===== config.mk =====
export PLATFORM = sky130hd
export DESIGN_NAME = board_digital_io_and_control_regs
export DESIGN_NICKNAME = d
export VERILOG_FILES = /design/src/include/board_io_pkg.sv /design/src/verilog/board_digital_io_and_control_regs.sv
export VERILOG_INCLUDE_DIRS = /design/src /design/src/include
export SDC_FILE = /design/constraint.sdc
export NUM_CORES = 1
export LEC_CHECK = 0
export BUFFER_PORTS_ARGS = -buffer_cell sky130_fd_sc_hd__buf_2
export CORE_MARGIN = 2
export CORE_UTILIZATION = 47
export DETAILED_ROUTE_END_ITERATION = 7
export PLACE_DENSITY = 0.75
export SLEW_MARGIN = 0
export SYNTH_ARGS = -nofsm -noshare
export SYNTH_HDL_FRONTEND = slang
export SYNTH_SLANG_ARGS = --single-unit

===== constraint.sdc =====
create_clock -name sys_clk_in -period 1.86 [get_ports sys_clk_in]
set_input_delay 0.372 -clock sys_clk_in [delete_from_list [all_inputs] [get_ports sys_clk_in]]
set_output_delay 0.372 -clock sys_clk_in [all_outputs]
set_load 0.01 [all_outputs]

===== src/include/board_io_defines.svh =====
`ifndef BOARD_IO_DEFINES_SVH
`define BOARD_IO_DEFINES_SVH

// Byte addresses in host I/O space
`define ADDR_SPECIAL_CONTROL 10'h1d0
`define ADDR_JUMPER_STATUS 10'h1d2
`define ADDR_INDUSTRIAL_IO_CONTROL 10'h1d3
`define ADDR_PORT_LOW_DATA 10'h1d4
`define ADDR_PORT_HIGH_DATA 10'h1d5
`define ADDR_ANALOG_LOW 10'h1d8
`define ADDR_ANALOG_HIGH 10'h1d9

// Special control fields
`define SCR_LED_BIT 7
`define SCR_HOT_BIT 5
`define SCR_WDOG_BIT 0

// Industrial I/O control fields
`define IIOC_DONE_BIT 7
`define IIOC_HIGH_DIR_BIT 1
`define IIOC_LOW_DIR_BIT 0

// Jumper and status fields
`define JSR_LINE15_BIT 1
`define JSR_LINE14_BIT 0

// Line positions and port width on the sixteen-line bus
`define LINE15_INDEX 15
`define LINE14_INDEX 14
`define PORT_WIDTH 8

// Zero constants for reset values and read data padding
`define BYTE_ZERO 8'h00
`define NIBBLE_ZERO 4'h0

`endif


===== src/include/board_io_pkg.sv =====
package board_io_pkg;
   typedef logic [7:0] byte_t;
   typedef logic [9:0] io_addr_t;
endpackage


===== src/verilog/board_digital_io_and_control_regs.sv =====
`timescale 1ns/1ps
`default_nettype none
`include "board_io_defines.svh"

module board_digital_io_and_control_regs (
   // Clock and reset
   input wire logic sys_clk_in,
   input wire logic rst_n_in,
   // Host I/O bus
   input wire logic [9:0] io_addr_in,
   input wire logic io_rd_in,
   input wire logic io_wr_in,
   input wire logic [7:0] io_wdata_in,
   output logic [7:0] io_rdata_out,
   // Digital lines
   input wire logic [15:0] dio_in,
   output logic [15:0] dio_out,
   output logic [15:0] dio_oe_out,
   // Board status and control
   input wire logic cpu_hot_in,
   output logic led_drive_out,
   output logic watchdog_reset_gate_out,
   output logic dio_irq_out,
   // Analog converter side
   input wire logic [11:0] analog_data_in,
   input wire logic analog_done_in,
   output logic [7:0] analog_control_out,
   output logic analog_start_out
);

   // Address match helper
   function automatic logic hit(input board_io_pkg::io_addr_t a, input board_io_pkg::io_addr_t b);
      hit = (a == b);
   endfunction

   // Register state
   board_io_pkg::byte_t port_low_data;
   board_io_pkg::byte_t port_high_data;
   logic low_port_output_select;
   logic high_port_output_select;
   logic led_drive;
   logic watchdog_reset_gate;
   logic line15_edge_flag;
   logic line14_edge_flag;
   logic analog_done;
   board_io_pkg::byte_t analog_control;
   logic analog_start;
   logic [1:0] sync_a;
   logic [1:0] sync_b;
   logic [1:0] sync_prev;
   logic irq_pulse;
   board_io_pkg::byte_t rdata;

   // Next values
   board_io_pkg::byte_t next_port_low_data;
   board_io_pkg::byte_t next_port_high_data;
   logic next_low_port_output_select;
   logic next_high_port_output_select;
   logic next_led_drive;
   logic next_watchdog_reset_gate;
   logic next_line15_edge_flag;
   logic next_line14_edge_flag;
   logic next_analog_done;
   board_io_pkg::byte_t next_analog_control;
   logic next_analog_start;
   logic next_irq_pulse;
   board_io_pkg::byte_t next_rdata;
   logic [1:0] edge_seen;
   logic [1:0] line_now;
   logic [1:0] next_sync_a;
   logic [1:0] next_sync_b;
   logic [1:0] next_sync_prev;

   // Decoded host strobes
   logic wr_special;
   logic wr_flags;
   logic wr_direction;
   logic wr_low_data;
   logic wr_high_data;
   logic wr_analog;
   logic rd_analog;
   assign wr_special = io_wr_in && hit(io_addr_in, `ADDR_SPECIAL_CONTROL);
   assign wr_flags = io_wr_in && hit(io_addr_in, `ADDR_JUMPER_STATUS);
   assign wr_direction = io_wr_in && hit(io_addr_in, `ADDR_INDUSTRIAL_IO_CONTROL);
   assign wr_low_data = io_wr_in && hit(io_addr_in, `ADDR_PORT_LOW_DATA);
   assign wr_high_data = io_wr_in && hit(io_addr_in, `ADDR_PORT_HIGH_DATA);
   assign wr_analog = io_wr_in && hit(io_addr_in, `ADDR_ANALOG_LOW);
   assign rd_analog = io_rd_in && (hit(io_addr_in, `ADDR_ANALOG_LOW) ||
      hit(io_addr_in, `ADDR_ANALOG_HIGH));

   // Edge detect on synchronised top lines
   assign edge_seen = sync_b ^ sync_prev;

   // Port data and direction writes
   always_comb begin
      next_port_low_data = port_low_data;
      next_port_high_data = port_high_data;
      next_low_port_output_select = low_port_output_select;
      next_high_port_output_select = high_port_output_select;
      if (wr_direction) begin
         next_high_port_output_select = io_wdata_in[`IIOC_HIGH_DIR_BIT];
         next_low_port_output_select = io_wdata_in[`IIOC_LOW_DIR_BIT];
      end
      if (wr_low_data) begin
         next_port_low_data = io_wdata_in;
      end
      if (wr_high_data) begin
         next_port_high_data = io_wdata_in;
      end
   end

   // Special control writes, reserved and status bits dropped
   always_comb begin
      next_led_drive = led_drive;
      next_watchdog_reset_gate = watchdog_reset_gate;
      if (wr_special) begin
         next_led_drive = io_wdata_in[`SCR_LED_BIT];
         next_watchdog_reset_gate = io_wdata_in[`SCR_WDOG_BIT];
      end
   end

   // Edge flags and interrupt pulse; a new edge wins over a clear
   always_comb begin
      next_line15_edge_flag = line15_edge_flag;
      next_line14_edge_flag = line14_edge_flag;
      if (wr_flags) begin
         if (io_wdata_in[`JSR_LINE15_BIT]) begin
            next_line15_edge_flag = 1'b0;
         end
         if (io_wdata_in[`JSR_LINE14_BIT]) begin
            next_line14_edge_flag = 1'b0;
         end
      end
      if (edge_seen[1]) begin
         next_line15_edge_flag = 1'b1;
      end
      if (edge_seen[0]) begin
         next_line14_edge_flag = 1'b1;
      end
      next_irq_pulse = |edge_seen;
   end

   // Converter control and done flag; done from the converter wins
   always_comb begin
      next_analog_control = analog_control;
      next_analog_start = 1'b0;
      next_analog_done = analog_done;
      if (wr_analog) begin
         next_analog_control = io_wdata_in;
         next_analog_start = 1'b1;
         next_analog_done = 1'b0;
      end
      if (rd_analog) begin
         next_analog_done = 1'b0; // Reading either converter byte clears done
      end
      if (analog_done_in) begin
         next_analog_done = 1'b1;
      end
   end

   // Synchroniser stages; reset preloads the line level, so release gives no false edge
   always_comb begin
      line_now = {dio_in[`LINE15_INDEX], dio_in[`LINE14_INDEX]};
      next_sync_a = line_now;
      next_sync_b = sync_a;
      next_sync_prev = sync_b;
      if (!rst_n_in) begin
         next_sync_b = line_now;
         next_sync_prev = line_now;
      end
   end

   // Read data mux
   always_comb begin
      next_rdata = `BYTE_ZERO;
      if (hit(io_addr_in, `ADDR_SPECIAL_CONTROL)) begin
         next_rdata[`SCR_LED_BIT] = led_drive;
         next_rdata[`SCR_HOT_BIT] = cpu_hot_in;
         next_rdata[`SCR_WDOG_BIT] = watchdog_reset_gate;
      end else if (hit(io_addr_in, `ADDR_JUMPER_STATUS)) begin
         next_rdata[`JSR_LINE15_BIT] = line15_edge_flag;
         next_rdata[`JSR_LINE14_BIT] = line14_edge_flag;
      end else if (hit(io_addr_in, `ADDR_INDUSTRIAL_IO_CONTROL)) begin
         next_rdata[`IIOC_DONE_BIT] = analog_done;
         next_rdata[`IIOC_HIGH_DIR_BIT] = high_port_output_select;
         next_rdata[`IIOC_LOW_DIR_BIT] = low_port_output_select;
      end else if (hit(io_addr_in, `ADDR_PORT_LOW_DATA)) begin
         next_rdata = low_port_output_select ? port_low_data : dio_in[7:0];
      end else if (hit(io_addr_in, `ADDR_PORT_HIGH_DATA)) begin
         next_rdata = high_port_output_select ? port_high_data : dio_in[15:8];
      end else if (hit(io_addr_in, `ADDR_ANALOG_LOW)) begin
         next_rdata = analog_data_in[7:0];
      end else if (hit(io_addr_in, `ADDR_ANALOG_HIGH)) begin
         next_rdata = {`NIBBLE_ZERO, analog_data_in[11:8]};
      end
      if (!io_rd_in) begin
         next_rdata = rdata;
      end
   end

   // Port registers
   always_ff @(posedge sys_clk_in) begin
      if (!rst_n_in) begin
         port_low_data <= `BYTE_ZERO;
         port_high_data <= `BYTE_ZERO;
         low_port_output_select <= 1'b0;
         high_port_output_select <= 1'b0;
      end else begin
         port_low_data <= next_port_low_data;
         port_high_data <= next_port_high_data;
         low_port_output_select <= next_low_port_output_select;
         high_port_output_select <= next_high_port_output_select;
      end
   end

   // Special control registers
   always_ff @(posedge sys_clk_in) begin
      if (!rst_n_in) begin
         led_drive <= 1'b0;
         watchdog_reset_gate <= 1'b0;
      end else begin
         led_drive <= next_led_drive;
         watchdog_reset_gate <= next_watchdog_reset_gate;
      end
   end

   // Edge flag and interrupt registers
   always_ff @(posedge sys_clk_in) begin
      if (!rst_n_in) begin
         line15_edge_flag <= 1'b0;
         line14_edge_flag <= 1'b0;
         irq_pulse <= 1'b0;
      end else begin
         line15_edge_flag <= next_line15_edge_flag;
         line14_edge_flag <= next_line14_edge_flag;
         irq_pulse <= next_irq_pulse;
      end
   end

   // Converter registers
   always_ff @(posedge sys_clk_in) begin
      if (!rst_n_in) begin
         analog_done <= 1'b0;
         analog_control <= `BYTE_ZERO;
         analog_start <= 1'b0;
      end else begin
         analog_done <= next_analog_done;
         analog_control <= next_analog_control;
         analog_start <= next_analog_start;
      end
   end

   // Read data register
   always_ff @(posedge sys_clk_in) begin
      if (!rst_n_in) begin
         rdata <= `BYTE_ZERO;
      end else begin
         rdata <= next_rdata;
      end
   end

   // Synchroniser and edge history for lines 15 and 14
   always_ff @(posedge sys_clk_in) begin
      sync_a <= next_sync_a;
      sync_b <= next_sync_b;
      sync_prev <= next_sync_prev;
   end

   // Pin drive per port
   genvar g;
   generate
      for (g = 0; g < `PORT_WIDTH; g++) begin : g_lines
         assign dio_out[g] = port_low_data[g];
         assign dio_out[g + `PORT_WIDTH] = port_high_data[g];
         assign dio_oe_out[g] = low_port_output_select;
         assign dio_oe_out[g + `PORT_WIDTH] = high_port_output_select;
      end
   endgenerate

   // Outputs
   assign io_rdata_out = rdata;
   assign led_drive_out = led_drive;
   assign watchdog_reset_gate_out = watchdog_reset_gate;
   assign dio_irq_out = irq_pulse;
   assign analog_control_out = analog_control;
   assign analog_start_out = analog_start;

endmodule

`default_nettype wire

==> impl_metrics.py <==
metrics = {
    "critical_path": {
        "r2r_start": "high_port_output_select$_SDFFE_PN0P_",
        "start_kind": "register",
        "cp_max_fo": 10,
        "crit_chain": "buf_4, buf_2",
        "slowest_delay_ns": 0.67,
        "reg2reg_depth": 4,
        "crit_arrival_ns": 1.37,
        "slowest_stage": "dfxtp_1",
        "critPathKind": "register to output port",
        "timing.rr.end": "io_rdata_out[5]$_SDFFE_PN0P_",
        "end_kind": "output port",
        "crit_required_ns": 1.49,
        "rrSetupSlack_ns": 0.31,
    },
    "sta": {
        "rsz0062_at_grt": "no",
        "max_freq_mhz": 575,
        "finalMaxSlewViolations": 0,
        "finalSetupTns_ns": 0,
        "relSlewSlack_pct": 64.1,
        "fin_crit_ns": 1.74,
        "finalCritPeriodShare_pct": 93.5,
        "finalHoldViolCount": 0,
        "clock-skew-final_ns": 0.00847,
        "setup_viol": 0,
        "worst_slew_pin_slew_ns": 0.538,
    },
    "global_routing": {
        "grt_pass1_wl_mm": 10.7,
        "grt_pass1_vias": 2219,
        "gr-total-overflow": 0,
        "globalRouteTotalUtil_pct": 25.3,
        "grt_max_degree": 18,
        "antenna_found_initial": 0,
    },
    "logic_synthesis": {
        "avgSynthCellArea_um2": 8.16,
        "synthDistinctLibCells": 39,
        "postSynthCellCount": 294,
        "syn_area_mm2": 0.00240,
        "yosysWarnings": 0,
        "syn-num-nets": 346,
        "synth_seq_area_share_pct": 39.2,
        "synth.ff_latch_count": 47,
    },
    "finish": {
        "area_growth_pct": 26.4,
        "instances_no_fill": 455,
        "fin_nets": 440,
        "diodes": 0,
        "fill_cells": 469,
        "drive_above_1_share_pct": 35.1,
    },
    "clock_network": {
        "postCtsHoldBufs": 0,
        "htree_levels": 2,
        "clk_pin_slew_worst_paths_ns": 0.09,
        "clkLatencyLatePin_ns": 0.31,
        "cts_max_path_buffers": 2,
        "cts-resized-gates": 0,
        "cts_buffers": 5,
        "clock_sinks": 47,
        "cts-root-buf": "clkbuf_8",
        "post_cts_buffers": 0,
        "cts_tree": "yes",
    },
    "drt": {
        "routedWlPerCell_um": 15.2,
        "drt_iter0_drc": 181,
        "ant_nets": 0,
        "vias_per_cell": 5.36,
        "drc": 0,
        "drt_wl_total_mm": 6.94,
        "drtPass1Iterations": 4,
        "vias": 2439,
    },
    "hold_path": {
        "hp-class": "primary input to register",
        "hp-start": "dio_in[15]",
        "hold_depth": 1,
        "whs_endpoint": "sync_a[1]$_DFF_P_",
    },
    "floorplan": {
        "die_h_um": 75.4,
        "fp.dieArea_mm2": 0.00569,
        "ios": 104,
        "rows": 25,
        "die_w_um": 75.4,
        "core_area_mm2": 0.00482,
        "start_util_pct": 49.8,
    },
    "pwr": {
        "leakagePower_nw": 1.44,
        "powerDensity_mw_per_mm2": 638,
        "worst_ir_drop_vdd_mv": 0.447,
        "power_mw": 1.93,
    },
    "place": {
        "portBuffers": 103,
        "gp_congestion": 0.957,
        "place_inst": 448,
        "place_hpwl_mm": 5.29,
    },
    "status": {
        "status": "complete, no violations",
    },
    "flow_run": {
        "cap_violations": 0,
    },
}
[state kept, by name, summed over array words and instances (netlist names)]
signal / cells
high_port_output_select: 1
sync_b: 2
dio_irq_out: 1
io_rdata_out: 8
line14_edge_flag: 1
low_port_output_select: 1
led_drive_out: 1
port_low_data: 8
port_high_data: 8
analog_done: 1
analog_start_out: 1
sync_prev: 2
sync_a: 2
watchdog_reset_gate_out: 1
analog_control_out: 8
line15_edge_flag: 1
[power by group]
group          total (mW)  internal (mW)  switching (mW)
combinational       0.243          0.105           0.138
sequential           1.04           1.03         0.00921
clock               0.654          0.299           0.354
total                1.93           1.43           0.502
[layer usage]
| metal | share of wire (%) | vias to the layer above | wire length [um] | GRT usage, % |
|---|---|---|---|---|
| met4 | 1.8 | 0 | 124 | 6.82 |
| li1 | - | 1192 | - | - |
| met5 | 0 | - | 0 | 0 |
| met1 | 44 | 1117 | 3060 | 35.2 |
| met3 | 8.6 | 12 | 597 | 6.61 |
| met2 | 45 | 118 | 3150 | 39.0 |
[critical path: cells and delay by family, from the launching register on]
| family | cells | cell delay [ns] |
|---|---|---|
| flip-flops | 1 | 0.67 |
| buffers and inverters | 2 | 0.40 |
[through the flow]
stage	hold WS [ns]	setup slack (ns)	cell area, um2	utilization [%]
2_1_floorplan	0.399	0.194	2400	-
3_3_place_gp	0.402	0.0563	2940	61.0
3_5_place_dp	0.410	0.0461	2940	61.0
4_1_cts	0.189	0.151	3030	62.9
5_1_grt	0.172	0.0883	3030	62.9
6_report	0.188	0.121	3030	62.9
[area by class of cell]
cell class / instances / area [um2] / share of cell area [%]
clock buffers: 6 / 82.6 / 2.72
clock inverters: 1 / 8.76 / 0.289
inverters: 7 / 26.3 / 0.867
multi-input cells: 204 / 1220 / 40.4
flip-flops and latches: 47 / 941 / 31.0
well taps: 67 / 83.8 / 2.77
repair buffers: 123 / 666 / 22.0
[cell families (layout without fill, tap and decap cells)]
| family | Yosys count | in the layout | share of synthesized area [%] |
|---|---|---|---|
| AND/OR/NAND/NOR | 110 | 110 | 22.2 |
| AO/OA/AOI/OAI | 63 | 63 | 15.9 |
| flip-flops | 47 | 47 | 39.2 |
| buffers and inverters | 43 | 137 | 9.76 |
| multiplexers | 29 | 29 | 12.2 |
| XOR/XNOR | 2 | 2 | 0.730 |
[synth_stat cells]
| master | count | area, um2 |
|---|---|---|
| o32ai_1 | 1 | 8.76 |
| mux2_2 | 1 | 11.3 |
| nand4_1 | 3 | 18.8 |
| o2bb2ai_1 | 1 | 8.76 |
| nor4_2 | 1 | 12.5 |
| a31oi_1 | 4 | 25.0 |
| o211ai_1 | 3 | 22.5 |
| nor3_1 | 4 | 20.0 |
| nor4b_2 | 1 | 15.0 |
| nor2b_1 | 3 | 18.8 |
| xnor2_1 | 2 | 17.5 |
| clkbuf_1 | 8 | 30.0 |
| o2111ai_1 | 1 | 8.76 |
| nand3_1 | 12 | 60.1 |
| or2_4 | 1 | 8.76 |
| or4_1 | 1 | 7.51 |
| and4_1 | 1 | 8.76 |
| a21oi_1 | 31 | 155 |
| o21ai_0 | 8 | 40.0 |
| inv_1 | 7 | 26.3 |
| buf_2 | 10 | 50.1 |
| mux2i_1 | 28 | 280 |
| o31ai_1 | 1 | 7.51 |
| or2_1 | 1 | 6.26 |
| and3_1 | 1 | 6.26 |
| o22ai_1 | 5 | 31.3 |
| a32oi_1 | 2 | 17.5 |
| a32o_1 | 2 | 20.0 |
| nand2b_1 | 1 | 6.26 |
| buf_4 | 16 | 120 |
| nand2_1 | 58 | 218 |
| dfxtp_1 | 47 | 941 |
| nor4b_4 | 1 | 23.8 |
| buf_1 | 2 | 7.51 |
| a211o_1 | 1 | 8.76 |
| nor2_1 | 20 | 75.1 |
| o221ai_1 | 2 | 17.5 |
| a221o_1 | 1 | 10.0 |
| nand4bb_4 | 1 | 27.5 |
[layout by cell type, fill, tap and decap left out, types with 2 or more instances in the layout]
master / Yosys / routed
buf_2: 10 / 103
nand2_1: 58 / 58
dfxtp_1: 47 / 47
a21oi_1: 31 / 31
mux2i_1: 28 / 28
nor2_1: 20 / 20
buf_4: 16 / 20
nand3_1: 12 / 12
o21ai_0: 8 / 8
inv_1: 7 / 7
clkbuf_8: 0 / 6
o22ai_1: 5 / 5
nor3_1: 4 / 4
a31oi_1: 4 / 4
nand4_1: 3 / 3
nor2b_1: 3 / 3
o211ai_1: 3 / 3
xnor2_1: 2 / 2
a32oi_1: 2 / 2
o221ai_1: 2 / 2
a32o_1: 2 / 2
[how the worst max path moves through the flow]
stage / from / slack, ns / end
global route: high_port_output_select$_SDFFE_PN0P_ / 0.09 / dio_oe_out[11]
finish: high_port_output_select$_SDFFE_PN0P_ / 0.12 / dio_oe_out[12]
detailed placement: io_addr_in[5] / 0.05 / analog_done$_SDFFE_PN0P_
floorplan: io_addr_in[5] / 0.19 / analog_done$_SDFFE_PN0P_
global placement: io_addr_in[5] / 0.06 / analog_done$_SDFFE_PN0P_
CTS: high_port_output_select$_SDFFE_PN0P_ / 0.15 / dio_oe_out[12]
No activity file was read; power rests on OpenSTA's default activity.
